[src/rtl/slo_defs.vh]
// slo_defs.vh: register offsets, control fields, reset values and frame constants
// assumes: included by the transmit line/path overhead design files
`ifndef SLO_DEFS_VH
`define SLO_DEFS_VH
// register offsets (byte-wide registers on a plain 8-bit address port)
`define SLO_ADDR_LINE_CTRL 8'h0D
`define SLO_ADDR_PATH_CTRL 8'h0E
`define SLO_ADDR_K2 8'h11
`define SLO_ADDR_SEC_TRACE 8'h68
`define SLO_ADDR_PATH_TRACE 8'h69
`define SLO_ADDR_STATUS 8'h70
// line control fields
`define SLO_LN_SDH_PTR 7
`define SLO_LN_PTR_DIS 6
`define SLO_LN_B2_DIS 5
`define SLO_LN_DL_EN 4
`define SLO_LN_AIS 3
`define SLO_LN_RDI 2
`define SLO_LN_RDI_AUTO 1
`define SLO_LN_FEBE_AUTO 0
// path control fields
`define SLO_PT_TRACE_EN 7
`define SLO_PT_B3_DIS 6
`define SLO_PT_FEBE_AUTO 5
`define SLO_PT_AIS 4
`define SLO_PT_RDI_AUTO 0
// reset values
`define SLO_LINE_CTRL_RST 8'h03
`define SLO_PATH_CTRL_RST 8'h23
`define SLO_K2_RST 8'h00
// pointer and overhead byte values
`define SLO_H1_SONET 8'h62
`define SLO_H1_SDH 8'h6A
`define SLO_H2_VAL 8'h0A
`define SLO_PTR_FORCED 8'h33
`define SLO_ZERO_BYTE 8'h00
`define SLO_ONES_BYTE 8'hFF
`define SLO_LRDI_CODE 3'h6
// trace length and path rdi hold time in frames
`define SLO_TRACE_LEN 64
`define SLO_PRDI_HOLD_FRAMES 4'hA
`endif

[src/rtl/slo_trace_buf.v]
// slo_trace_buf.v: 64-byte cyclic trace store with auto-advancing write and send pointers
// assumes: single clock, writes and frame steps are one-cycle strobes
`timescale 1ns/1ps
`include "slo_defs.vh"
module slo_trace_buf (
  // clock and reset
  input wire clk_i,
  input wire rst_i,
  // software side
  input wire wr_i,
  input wire [7:0] wdata_i,
  output wire [5:0] wptr_o,
  // transmit side
  input wire step_i,
  output reg [7:0] byte_o
);
  reg [7:0] mem [0:`SLO_TRACE_LEN-1];
  reg [5:0] wptr_q;
  reg [5:0] sptr_q;
  assign wptr_o = wptr_q;
  // storage has no reset; contents are undefined until software loads them
  always @(posedge clk_i) begin
    if (wr_i) begin
      mem[wptr_q] <= wdata_i;
    end
  end
  // pointers wrap naturally at 64 because they are six bits wide
  always @(posedge clk_i or posedge rst_i) begin
    if (rst_i) begin
      wptr_q <= 6'h00;
      sptr_q <= 6'h00;
      byte_o <= 8'h00;
    end else begin
      if (wr_i) begin
        wptr_q <= wptr_q + 6'h01;
      end
      if (step_i) begin
        byte_o <= mem[sptr_q];
        sptr_q <= sptr_q + 6'h01;
      end
    end
  end
endmodule // slo_trace_buf

[src/rtl/slo_tx_overhead.v]
// slo_tx_overhead.v: transmit line and path overhead control for an STS-3c framer
// assumes: frame_start_i marks each frame, receive alarms and bip counts arrive synchronous
//
// Our own choice: the address-and-strobe port.
`timescale 1ns/1ps
`include "slo_defs.vh"
//
// Contract
// send 64-byte software section trace in J0, cycling each frame
// send 64-byte software path trace in J1, cycling each frame
// sdh select gives H1/H2 6A/0A, else 62/0A
// pointer disable forces H1 and H2 to 33, overriding select
// line parity disable sends B2 as 00, else computed line bip
// data link enable passes D4-D12, else forces them to 00
// line ais sets every non-section-overhead bit to one
// line rdi insert sets K2 bits 6-8 to 110, else register
// auto line rdi on LOS, LOF or AIS-L when enabled
// auto line febe from receiver line bip errors when enabled
// path trace enable sends trace in J1, else 00
// path parity disable sends B3 as 00, else computed path bip
// auto path febe from received path bip errors when enabled
// path ais insert replaces path content while bit set
// without auto path rdi, control bits 3:1 go to G1 bits 5-7
// auto path rdi held at least 10 frames after path defects
// software K2 register supplies K2, first STS-1 only
// path ais forces path bytes and H1/H2/H3 to all ones
// febe carries last frame bip error count into next frame
// trace written through one offset, auto pointer wrapping at 64
module slo_tx_overhead (
  // clock and reset
  input wire clk_i,
  input wire rst_i,
  // register port
  input wire [7:0] addr_i,
  input wire [7:0] wdata_i,
  input wire wr_i,
  input wire rd_i,
  output reg [7:0] rdata_o,
  // frame timing and receive defects
  input wire frame_start_i,
  input wire rx_los_i,
  input wire rx_lof_i,
  input wire rx_ais_l_i,
  input wire rx_lop_i,
  input wire rx_ais_p_i,
  input wire rx_uneq_p_i,
  input wire rx_plm_p_i,
  input wire [7:0] rx_b2_err_i,
  input wire [3:0] rx_b3_err_i,
  // byte position in the outgoing frame
  input wire [3:0] byte_sel_i,
  input wire [1:0] sts_sel_i,
  input wire sec_oh_i,
  input wire path_area_i,
  // data sources from the framer
  input wire [7:0] data_i,
  input wire [7:0] b2_calc_i,
  input wire [7:0] b3_calc_i,
  input wire [7:0] dl_byte_i,
  input wire [7:0] k1_i,
  // resulting byte and per-frame overhead values
  output reg [7:0] data_o,
  output reg [7:0] j0_o,
  output reg [7:0] j1_o,
  output reg [7:0] k2_o,
  output reg [7:0] g1_o,
  output reg [7:0] m1_o,
  output wire line_rdi_o,
  output wire path_rdi_o
);
  // byte selector codes for the output mux
  localparam SEL_PAYLOAD = 4'h0;
  localparam SEL_H1 = 4'h1;
  localparam SEL_H2 = 4'h2;
  localparam SEL_H3 = 4'h3;
  localparam SEL_B2 = 4'h4;
  localparam SEL_DL = 4'h5;
  localparam SEL_K1 = 4'h6;
  localparam SEL_K2 = 4'h7;
  localparam SEL_J1 = 4'h8;
  localparam SEL_B3 = 4'h9;
  localparam SEL_G1 = 4'hA;
  localparam SEL_M1 = 4'hB;
  localparam SEL_J0 = 4'hC;
  // path rdi hold states
  localparam ST_IDLE = 1'b0;
  localparam ST_HOLD = 1'b1;

  reg [7:0] line_ctrl_q;
  reg [7:0] path_ctrl_q;
  reg [7:0] k2_q;
  reg [3:0] hold_cnt_q;
  reg [3:0] hold_cnt_d;
  reg prdi_st_q;
  reg prdi_st_d;
  reg [7:0] line_febe_q;
  reg [3:0] path_febe_q;
  reg [7:0] ov_byte;
  wire sec_wr;
  wire path_wr;
  wire [5:0] sec_wptr;
  wire [5:0] path_wptr;
  wire [7:0] sec_byte;
  wire [7:0] path_byte;
  wire line_defect;
  wire path_defect;

  // register write decode
  function is_addr;
    input [7:0] a;
    input [7:0] cmp;
    begin
      is_addr = (a == cmp);
    end
  endfunction

  assign sec_wr = wr_i & is_addr(addr_i, `SLO_ADDR_SEC_TRACE);
  assign path_wr = wr_i & is_addr(addr_i, `SLO_ADDR_PATH_TRACE);

  // control registers
  always @(posedge clk_i or posedge rst_i) begin
    if (rst_i) begin
      line_ctrl_q <= `SLO_LINE_CTRL_RST;
      path_ctrl_q <= `SLO_PATH_CTRL_RST;
      k2_q <= `SLO_K2_RST;
    end else if (wr_i) begin
      if (is_addr(addr_i, `SLO_ADDR_LINE_CTRL)) begin
        line_ctrl_q <= wdata_i;
      end
      if (is_addr(addr_i, `SLO_ADDR_PATH_CTRL)) begin
        path_ctrl_q <= wdata_i;
      end
      if (is_addr(addr_i, `SLO_ADDR_K2)) begin
        k2_q <= wdata_i;
      end
    end
  end

  // read data stands only in the cycle after the strobe; unmapped reads give zero
  always @(posedge clk_i or posedge rst_i) begin
    if (rst_i) begin
      rdata_o <= 8'h00;
    end else if (rd_i) begin
      case (addr_i)
        `SLO_ADDR_LINE_CTRL: begin
          rdata_o <= line_ctrl_q;
        end
        `SLO_ADDR_PATH_CTRL: begin
          rdata_o <= path_ctrl_q;
        end
        `SLO_ADDR_K2: begin
          rdata_o <= k2_q;
        end
        `SLO_ADDR_SEC_TRACE: begin
          rdata_o <= {2'b00, sec_wptr}; // write pointer, the buffer itself is write only
        end
        `SLO_ADDR_PATH_TRACE: begin
          rdata_o <= {2'b00, path_wptr};
        end
        `SLO_ADDR_STATUS: begin
          rdata_o <= {2'b00, prdi_st_q, line_rdi_o, hold_cnt_q};
        end
        default: begin
          rdata_o <= 8'h00;
        end
      endcase
    end else begin
      rdata_o <= 8'h00;
    end
  end

  // trace stores advance one byte per frame
  slo_trace_buf u_sec_trace (
    .clk_i(clk_i),
    .rst_i(rst_i),
    .wr_i(sec_wr),
    .wdata_i(wdata_i),
    .wptr_o(sec_wptr),
    .step_i(frame_start_i),
    .byte_o(sec_byte)
  );

  slo_trace_buf u_path_trace (
    .clk_i(clk_i),
    .rst_i(rst_i),
    .wr_i(path_wr),
    .wdata_i(wdata_i),
    .wptr_o(path_wptr),
    .step_i(frame_start_i),
    .byte_o(path_byte)
  );

  // defect groups feeding automatic rdi
  assign line_defect = rx_los_i | rx_lof_i | rx_ais_l_i;
  assign path_defect = line_defect | rx_lop_i | rx_ais_p_i | rx_uneq_p_i | rx_plm_p_i;

  // line rdi: forced by software or raised by receive defects when automatic
  assign line_rdi_o = line_ctrl_q[`SLO_LN_RDI] |
    (line_ctrl_q[`SLO_LN_RDI_AUTO] & line_defect);

  // path rdi hold: reload while defect stands, then count frames down
  always @* begin
    prdi_st_d = prdi_st_q;
    hold_cnt_d = hold_cnt_q;
    case (prdi_st_q)
      ST_IDLE: begin
        if (path_defect) begin
          prdi_st_d = ST_HOLD;
          hold_cnt_d = `SLO_PRDI_HOLD_FRAMES;
        end
      end
      ST_HOLD: begin
        if (path_defect) begin
          hold_cnt_d = `SLO_PRDI_HOLD_FRAMES;
        end else if (frame_start_i) begin
          if (hold_cnt_q == 4'h1) begin
            prdi_st_d = ST_IDLE;
            hold_cnt_d = 4'h0;
          end else begin
            hold_cnt_d = hold_cnt_q - 4'h1;
          end
        end
      end
      default: begin
        prdi_st_d = ST_IDLE;
        hold_cnt_d = 4'h0;
      end
    endcase
  end

  always @(posedge clk_i or posedge rst_i) begin
    if (rst_i) begin
      prdi_st_q <= ST_IDLE;
      hold_cnt_q <= 4'h0;
    end else begin
      prdi_st_q <= prdi_st_d;
      hold_cnt_q <= hold_cnt_d;
    end
  end

  // holding from the defect's own cycle keeps rdi up for the full 10 frames
  assign path_rdi_o = (prdi_st_q == ST_HOLD) | path_defect;

  // febe counts latched at each frame start, sent in the following frame
  always @(posedge clk_i or posedge rst_i) begin
    if (rst_i) begin
      line_febe_q <= 8'h00;
      path_febe_q <= 4'h0;
    end else if (frame_start_i) begin
      line_febe_q <= line_ctrl_q[`SLO_LN_FEBE_AUTO] ? rx_b2_err_i : 8'h00;
      path_febe_q <= path_ctrl_q[`SLO_PT_FEBE_AUTO] ? rx_b3_err_i : 4'h0;
    end
  end

  // per-frame overhead values registered for the framer
  always @(posedge clk_i or posedge rst_i) begin
    if (rst_i) begin
      j0_o <= 8'h00;
      j1_o <= 8'h00;
      k2_o <= 8'h00;
      g1_o <= 8'h00;
      m1_o <= 8'h00;
    end else begin
      j0_o <= sec_byte;
      j1_o <= path_ctrl_q[`SLO_PT_TRACE_EN] ? path_byte : `SLO_ZERO_BYTE;
      // K2 bits 6-8 are the low three bits here, msb-first numbering
      if (line_rdi_o) begin
        k2_o <= {k2_q[7:3], `SLO_LRDI_CODE};
      end else begin
        k2_o <= k2_q;
      end
      // G1: febe in bits 1-4, auto rdi in bit 5 with bits 6-8 zero, else control bits in bits 5-7 and bit 8 zero
      if (path_ctrl_q[`SLO_PT_RDI_AUTO]) begin
        g1_o <= {path_febe_q, path_rdi_o, 3'b000};
      end else begin
        g1_o <= {path_febe_q, path_ctrl_q[3:1], 1'b0};
      end
      m1_o <= line_febe_q;
    end
  end

  // overhead byte chosen for the current position before alarm overrides
  always @* begin
    case (byte_sel_i)
      SEL_H1: begin
        if (line_ctrl_q[`SLO_LN_PTR_DIS]) begin
          ov_byte = `SLO_PTR_FORCED;
        end else if (line_ctrl_q[`SLO_LN_SDH_PTR]) begin
          ov_byte = `SLO_H1_SDH;
        end else begin
          ov_byte = `SLO_H1_SONET;
        end
      end
      SEL_H2: begin
        ov_byte = line_ctrl_q[`SLO_LN_PTR_DIS] ? `SLO_PTR_FORCED : `SLO_H2_VAL;
      end
      SEL_B2: begin
        ov_byte = line_ctrl_q[`SLO_LN_B2_DIS] ? `SLO_ZERO_BYTE : b2_calc_i;
      end
      SEL_DL: begin
        ov_byte = line_ctrl_q[`SLO_LN_DL_EN] ? dl_byte_i : `SLO_ZERO_BYTE;
      end
      SEL_K1: begin
        ov_byte = (sts_sel_i == 2'b00) ? k1_i : `SLO_ZERO_BYTE;
      end
      SEL_K2: begin
        ov_byte = (sts_sel_i == 2'b00) ? k2_o : `SLO_ZERO_BYTE;
      end
      SEL_M1: begin
        ov_byte = m1_o;
      end
      SEL_J0: begin
        ov_byte = j0_o;
      end
      SEL_J1: begin
        ov_byte = j1_o;
      end
      SEL_B3: begin
        ov_byte = path_ctrl_q[`SLO_PT_B3_DIS] ? `SLO_ZERO_BYTE : b3_calc_i;
      end
      SEL_G1: begin
        ov_byte = g1_o;
      end
      default: begin
        ov_byte = data_i;
      end
    endcase
  end

  // alarm overrides; line ais wins over path ais, neither touches section overhead
  always @(posedge clk_i or posedge rst_i) begin
    if (rst_i) begin
      data_o <= 8'h00;
    end else if (sec_oh_i) begin
      data_o <= ov_byte;
    end else if (line_ctrl_q[`SLO_LN_AIS]) begin
      data_o <= `SLO_ONES_BYTE;
    end else if (path_ctrl_q[`SLO_PT_AIS] &&
        (path_area_i || byte_sel_i == SEL_H1 || byte_sel_i == SEL_H2 ||
        byte_sel_i == SEL_H3)) begin
      data_o <= `SLO_ONES_BYTE;
    end else begin
      data_o <= ov_byte;
    end
  end
endmodule // slo_tx_overhead

[config.mk]
export PLATFORM = sky130hd
export DESIGN_NAME = slo_tx_overhead
export DESIGN_NICKNAME = d
export VERILOG_FILES = /design/src/rtl/slo_trace_buf.v /design/src/rtl/slo_tx_overhead.v
export VERILOG_INCLUDE_DIRS = /design/src /design/src/rtl
export SDC_FILE = /design/constraint.sdc
export NUM_CORES = 1
export LEC_CHECK = 0
export BUFFER_PORTS_ARGS = -buffer_cell sky130_fd_sc_hd__buf_2
export CAP_MARGIN = 30
export CORE_MARGIN = 1
export CORE_UTILIZATION = 50
export CTS_CLUSTER_DIAMETER = 200
export DETAILED_ROUTE_END_ITERATION = 8
export PLACE_DENSITY = 0.66
export REMOVE_ABC_BUFFERS = 1
export SYNTH_ARGS = -nofsm -noshare
export SYNTH_HDL_FRONTEND = slang
export SYNTH_HIERARCHICAL = 1
export SYNTH_SLANG_ARGS = --single-unit
[constraint.sdc]
create_clock -name clk_i -period 3.9 [get_ports clk_i]
set_clock_uncertainty 0.15 [all_clocks]
set_input_delay 0.195 -clock clk_i [delete_from_list [all_inputs] [get_ports clk_i]]
set_output_delay 0.195 -clock clk_i [all_outputs]
set_load 0.05 [all_outputs]
==> results of run 1 <==
## flip-flops by register name, indices dropped and copies added (netlist names), 7 cells and up
register	flops
k2_q	8
data_o	8
path_ctrl_q	8
line_ctrl_q	8
line_febe_q	8
u_path_trace/byte_o	8
rdata_o	8
k2_o	8
u_sec_trace/byte_o	8
j1_o	8
j0_o	8
g1_o	7
m1_o	8
u_sec_trace/mem	512
u_path_trace/mem	512
## area by class of cell
cell class / count / area [um^2] / share of cell area
clock buffers: 140 / 2980 / 0.0557
clock inverters: 76 / 761 / 0.0142
inverters: 24 / 92.6 / 0.00173
multi-input cells: 1216 / 11300 / 0.212
flip-flops and latches: 1160 / 34200 / 0.638
well taps: 1243 / 1560 / 0.0290
repair buffers: 355 / 2660 / 0.0497
## power by group through the flow
stage	combinational [W]	sequential [W]	clock (W)
after CTS	0.00806	0.0144	0.0111
after detailed placement	0.00797	0.0147	0
final	0.00806	0.0144	0.0109
after floorplan	0.00484	0.0155	0
after global placement	0.00773	0.0148	0
after global routing	0.00850	0.0145	0.0115
## kinds of logic (layout without fill, tap and decap cells)
kind of cell | after synthesis | count (layout) | share of synthesized area
and+or+nand+nor | 505 | 505 | 0.0536
buffers and inverters | 170 | 595 | 0.0203
adders and majority gates | 6 | 6 | 0.00162
other | 1 | 1 | 0.0000808
AOI/OAI and AO/OA | 287 | 287 | 0.0432
xor gates and xnor gates | 19 | 19 | 0.00358
muxes | 398 | 398 | 0.142
DFF | 1160 | 1160 | 0.736
## cells in the final DEF (no fill, tap or decap), types with 26 or more instances in the layout
cell              n
edfxtp_1       1024
dfrtp_1         124
nor2b_1          36
mux2_2           50
clkinv_1         28
clkbuf_16       115
nor3_1           26
nand2_1          91
o22ai_1          37
buf_2           136
a21oi_1          28
nor2_1          181
mux2i_1         151
nand3_1          46
a211oi_1         39
nand2b_1         27
mux4_2          175
dlygate4sd3_1    59
o21ai_0          54
a22oi_1          32
buf_4           146
## routing by layer
layer | up-vias | part of all wire
met5 | - | 0
met4 | 0 | 0.027
met2 | 1080 | 0.50
li1 | 10861 | -
met1 | 13310 | 0.41
met3 | 197 | 0.062
## worst register-to-register path, stage by stage, from the launching register on
cell and delay (ps):
dfrtp_2 970, nand3b_1 860, o22ai_1 560, a211oi_1 90, o21ai_0 200, a32o_1 190
## path summary, 6_finish.rpt
check	from	to	slack, ps	cells past startpoint
hold / removal	wdata_i[3]	u_path_trace/mem[29][3]	-30	1
min in group asynchronous	rst_i	rdata_o[1]	400	4
hold reg to reg	line_febe_q[2]	m1_o[2]	230	0
setup reg to reg	u_sec_trace/sptr_q[3]	u_sec_trace/byte_o[4]	830	5
setup / recovery	addr_i[1]	u_path_trace/mem[25][0]	710	9
max in group asynchronous	rst_i	u_path_trace/sptr_q[1]	2110	4
## timing repair
item                                   in CTS  in global routing
resized for setup                           0                  0
endpoints found under the hold margin     442                  1
hold buffers                               58                  1
## stage by stage
step	hold slack, ps	setup TNS [ps]	worst slack [ps]	instances
after floorplan	8.83	-42240	-2320	2400
after global placement	208	0	536	3937
after detailed placement	214	0	388	3938
after CTS	19.9	0	814	4212
after global routing	13.3	0	502	4214
final	-32.5	0	706	4214
==> reports/qor.yml, run 1 <==
track_usage: 0.243
gr-usage-met1: 0.338
drv_cap: 0
hold_viol_final: 5
core_area_um2: 91800
synth_top_area_frac: 0.662
combinationalPowerShare: 0.241
first_iter_violations: 2639
report.power.total_w: 0.0334
syn_area_um2: 46400
wl_per_cell_um: 27.0
switchingPower_w: 0.00981
fill_cells: 6737
setup_viol: 0
rsz0062_at_grt: "no"
final_cell_area_um2: 53600
cellPowerDensity_nw_per_um2: 624
via_per_inst: 6.04
crit_arrival_ps: 3360
seqPwrFrac: 0.432
path_max_fanout: 8
final.period_utilization: 0.819
yosys-top-cells-count: "edfxtp_1, nor2_1, mux4_2"
synth_seq_area_share: 0.736
rows: 111
die_h_um: 307
overflow: 0
timing_worst_slew_pin_value_ps: 1000
dpl.hpwl_um: 72100
finalCriticalPeriod_ps: 3190
start_kind: "input pin"
busiest_layer: "met2"
syn_to_final_growth_pct: 15.4
worst_path_most_repeated_cell: "nor2_1"
cts.reportedPaths.clkPinSlew_ps: 60
worstPathBufferInverterCount: 2
n_antenna_cell: 0
grt_max_degree: 132
synthTopCellsByArea: "edfxtp_1, mux4_2, dfrtp_1"
grt_pass1_vias: 25818
cp_slowest_cell: "nor2_1"
yosys.area.top_type: "edfxtp_1"
cts_buffers: 115
drive_gt1_frac: 0.242
path_cells: "dlygate4sd3_1 > buf_2 > and2b_1 > nand3b_1 > nor2_1 > and2_1 > nor2b_1 > nand2_1 > nor2_1"
ys_warn_count: 6
slew_viol_final: 0
drtPass1Iterations: 5
gp_congestion: 0.914
drt-total-wl_um: 114000
violations: "hold timing"
yosysMostFrequentCell: "edfxtp_1"
cp.required_ps: 4070
postSynthAreaPerCell_um2: 18.2
initial_utilization: 0.506
synth-seq-cells: 1160
ir_drop_mv: 0.417
io_buffers: 144
drc: 0
use_met3: 0.0359
cts_tree: "done"
ant_nets: 0
crit_type: "input pin to flip-flop"
cts-root-buf: "clkbuf_16"
fin_util: 0.584
htreeDepth: 3
hp-class: "input pin to flip-flop"
slew_headroom: 0.333
status: "complete, but fails checks"
intPower_w: 0.0236
clk_path_buf_depth: 3
clkPwrFrac: 0.326
max_freq_mhz: 313
synth_ff_type: "edfxtp_1"
nets: 2966
cp-end-kind: "flip-flop"
clkSinkCount: 1160
vias: 25448
swShare: 0.294
grt_first_pass_wirelength_um: 169000
p_leak_nw: 18.4
cp_slowest_stage_delay_ps: 690
post_cts_buffers: 0
critPathTopFamily: "simple AND/OR/NAND/NOR gates"
async_reset_ff_frac: 0.117
grtUsageMet2: 0.402
place_area_um2: 49200
synth_edf_count: 1024
hold_ws_ps: -32.5
ios: 146
synth_cell_types: 82
die_x_um: 307
dieArea_um2: 94100
antenna_found_initial: 2
syn-instance-count: 2546
clock_latency_ps: 700
Note: power is estimated with default switching activity, not from simulation.
==> inputs of run 2 (changes only) <==
- ABC_AREA: default -> 1
- PLACE_DENSITY: 0.66 -> 0.69
- clock period: 3.9 -> 2.9 ns (I/O delays scaled with it)
==> run 2 against run 1 <==
The flow now finishes without violations. Core utilization increased by 0.19 points. Worst hold slack better by 70 ps. Sequential share of layout area down 4.6 points. Critical endpoint is now u_path_trace/mem[42][6]. Largest cell class unchanged.
==> reports/qor.yml, run 2 <==
dp.cells: 6249  # was 3938
synth_top_area_frac: 0.617  # was 0.662
ios: 146  # unchanged
r2r_start: "line_ctrl_q[4]"  # was u_sec_trace/sptr_q[3]
status: "completed"  # was complete, but fails checks
drv_cap: 0  # unchanged
overflow: 0  # unchanged
drt-total-wl_um: 133000  # was 114000 um
core_area_um2: 98600  # was 91800 um^2
ys_warn_count: 6  # unchanged
first_iter_violations: 4188  # was 2639
reg.largest.list: "u_path_trace/mem (512), u_sec_trace/mem (512)"  # unchanged
hp-class: "input pin to async pin"  # was input pin to flip-flop
rsz0062_at_grt: "yes"  # was no
multi_input_area_um2: 12700  # was 11300 um^2
wl_per_cell_um: 20.3  # was 27.0 um
ant_nets: 0  # unchanged
drive_gt1_frac: 0.110  # was 0.242
timing.rr.end: "data_o[7]"  # was u_sec_trace/byte_o[4]
syn-instance-count: 4833  # was 2546
postSynthAreaPerCell_um2: 10.3  # was 18.2 um^2
track_usage: 0.262  # was 0.243
path_cells: "dlygate4sd3_1 > buf_2 > nor2_2 > dlygate4sd3_1 > nand2_1 > nor3_1 > buf_4 > nand3_1 > buf_4 > nor2_1"  # was dlygate4sd3_1 > buf_2 > and2b_1 > nand3b_1 > nor2_1 > and2_1 > nor2b_1 > nand2_1 > nor2_1
layout_commonest_cell: "nand2_1"  # was edfxtp_1
cts_tree: "done"  # unchanged
grt_pass1_vias: 34080  # was 25.8k
synth-seq-cells: 1160  # unchanged
hold_ws_ps: 37.7  # was -32.5 ps
clk_path_buf_depth: 3  # unchanged
drc: 0  # unchanged
io_buffers: 144  # unchanged
final_cell_mix: "nand2_1, edfxtp_1, nand3_1"  # was edfxtp_1, nor2_1, mux4_2
cts-root-buf: "clkbuf_16"  # unchanged
cp_slowest_stage_delay_ps: 610  # was 690 ps
slew_headroom: 0.356  # was 0.333
synth_ff_type: "edfxtp_1"  # unchanged
register_area_um2: 34200  # about the same
gp_congestion: 0.934  # was 0.914
crit_type: "input pin to flip-flop"  # unchanged
drtPass1Iterations: 6  # was 5
final.period_utilization: 0.977
slew_viol_final: 0  # unchanged
hold_viol_final: 0  # was 5
yosysMostFrequentCell: "nand2_1"  # was edfxtp_1
syn_to_final_growth_pct: 15.8  # was 15.4%
async_reset_ff_frac: 0.117  # unchanged
final_cell_count_no_fill: 6556  # was 4214
start_kind: "input pin"  # unchanged
ir_drop_mv: 0.747  # was 0.417 mV
setup_viol: 0  # unchanged
die_x_um: 318  # was 307 um
synth_cell_types: 36  # was 82
timing_worst_slew_pin_value_ps: 965  # was 1000 ps
vias: 35649  # was 25.4k
yosys-top-cells-count: "nand2_1, edfxtp_1, nand3_1"  # was edfxtp_1, nor2_1, mux4_2
cts.reportedPaths.clkPinSlew_ps: 70  # was 60 ps
yosys.area.top_type: "edfxtp_1"  # unchanged
ff2ff_path_depth: 7  # was 5
rows: 115  # was 111
p_leak_nw: 23.8  # was 18.4 nW
initial_utilization: 0.506  # about the same
htreeDepth: 3  # unchanged
synth_edf_count: 1024  # unchanged
grt_max_degree: 137  # was 132
nets: 5264  # was 2966
synth_seq_area_share: 0.685  # was 0.736
path_max_fanout: 13  # was 8
finalCriticalPeriod_ps: 2830
cp.required_ps: 3060  # was 4070 ps
max_freq_mhz: 353
fill_cells: 7924  # was 6737
die_h_um: 318  # was 307 um
cp-end-kind: "flip-flop"  # unchanged
grt_first_pass_wirelength_um: 203000  # was 169000 um
cts_buffers: 114  # was 115
syn_area_um2: 49800  # was 46400 um^2
dieArea_um2: 101000  # was 94100 um^2
synthTopCellsByArea: "edfxtp_1, nand2_1, dfrtp_1"  # was edfxtp_1, mux4_2, dfrtp_1
crit_arrival_ps: 3000  # was 3360 ps
dpl.hpwl_um: 81600  # was 72100 um
clock_latency_ps: 700  # about the same
clkSinkCount: 1160  # unchanged
cellPowerDensity_nw_per_um2: 854  # was 624 nW/um^2
antenna_found_initial: 2  # unchanged
via_per_inst: 5.44  # was 6.04
cp_slowest_cell: "dlygate4sd3_1"  # was nor2_1
r2r_setup_slack_ps: 80  # was 830 ps
## run 2: changes by cell type after synthesis, moves of 49 or more
cell	before	now
mux2_2	50	1
inv_1	24	443
nand3_1	46	622
nor2_1	181	395
mux4_2	175	0
nand2_1	91	1692
buf_2	51	109
mux2i_1	151	0
## run 2: how the worst max path moves through the flow
stage | cells past startpoint | endpoint | start | slack (ps)
finish | 10 | u_path_trace/mem[42][6] | addr_i[1] | 70
global route | 12 | rdata_o[7] | addr_i[1] | -70
CTS | 12 | rdata_o[5] | addr_i[1] | 30
detailed placement | 13 | u_sec_trace/byte_o[3] | u_sec_trace/sptr_q[0] | 270
global placement | 13 | u_sec_trace/byte_o[3] | u_sec_trace/sptr_q[0] | 280
floorplan | 11 | u_path_trace/byte_o[2] | u_path_trace/sptr_q[0] | -6570
## run 2: report_power, final
part           internal [W]  total, W  switching [W]
clock               0.00876    0.0150        0.00626
combinational       0.00438    0.0152         0.0109
sequential           0.0185    0.0190       0.000508
total                0.0316    0.0493         0.0176
## run 2: timing repair
action,in CTS,in global routing
gates resized for setup,0,17
hold buffers,92,0
buffers inserted,0,0
setup endpoints to repair,0,102
hold endpoints to repair,576,0
## run 2: final cells by class
type / instances / share of cell area
Clock buffer: 150 / 0.0550
Antenna cell: 2 / 0.0000867
Multi-Input combinational cell: 2989 / 0.221
Clock inverter: 63 / 0.0113
Sequential cell: 1160 / 0.592
Tap cell: 1287 / 0.0279
Inverter: 458 / 0.0301
Timing Repair Buffer: 447 / 0.0626
## run 2: critical path: cells and delay by family
family / cells / cell delay (ps)
buffers and inverters: 5 / 1840
AND/OR/NAND/NOR: 5 / 990
## run 2: metrics by stage
step                      setup slack [ps]  utilization  total power [W]  TNS [ps]  instance area, um^2
after floorplan                      -6570            -           0.0274   -152820                48600
after global placement                 282        0.537           0.0340         0                52900
after detailed placement               271        0.537           0.0342         0                52900
after CTS                             31.9        0.585           0.0492         0                57700
after global routing                 -73.3        0.585           0.0515     -81.1                57700
final                                 65.3        0.585           0.0493         0                57700
## run 2: logic make-up after synthesis
logic type / Yosys count / share of synthesized area
AND/OR/NAND/NOR: 2753 / 0.226
other: 1 / 0.0000752
adder cells (fa/ha/maj): 6 / 0.00151
flip-flops: 1160 / 0.685
XOR/XNOR: 18 / 0.00316
buffers and inverters: 684 / 0.0598
AO/OA/AOI/OAI: 210 / 0.0242
multiplexers: 1 / 0.000226
## run 2: per-layer routing
layer	vias up	part of all wire	global-route usage
met5	-	0	0
met4	0	0.030	0.0891
met3	234	0.091	0.0497
met1	17100	0.41	0.366
li1	16624	-	-
met2	1691	0.47	0.414
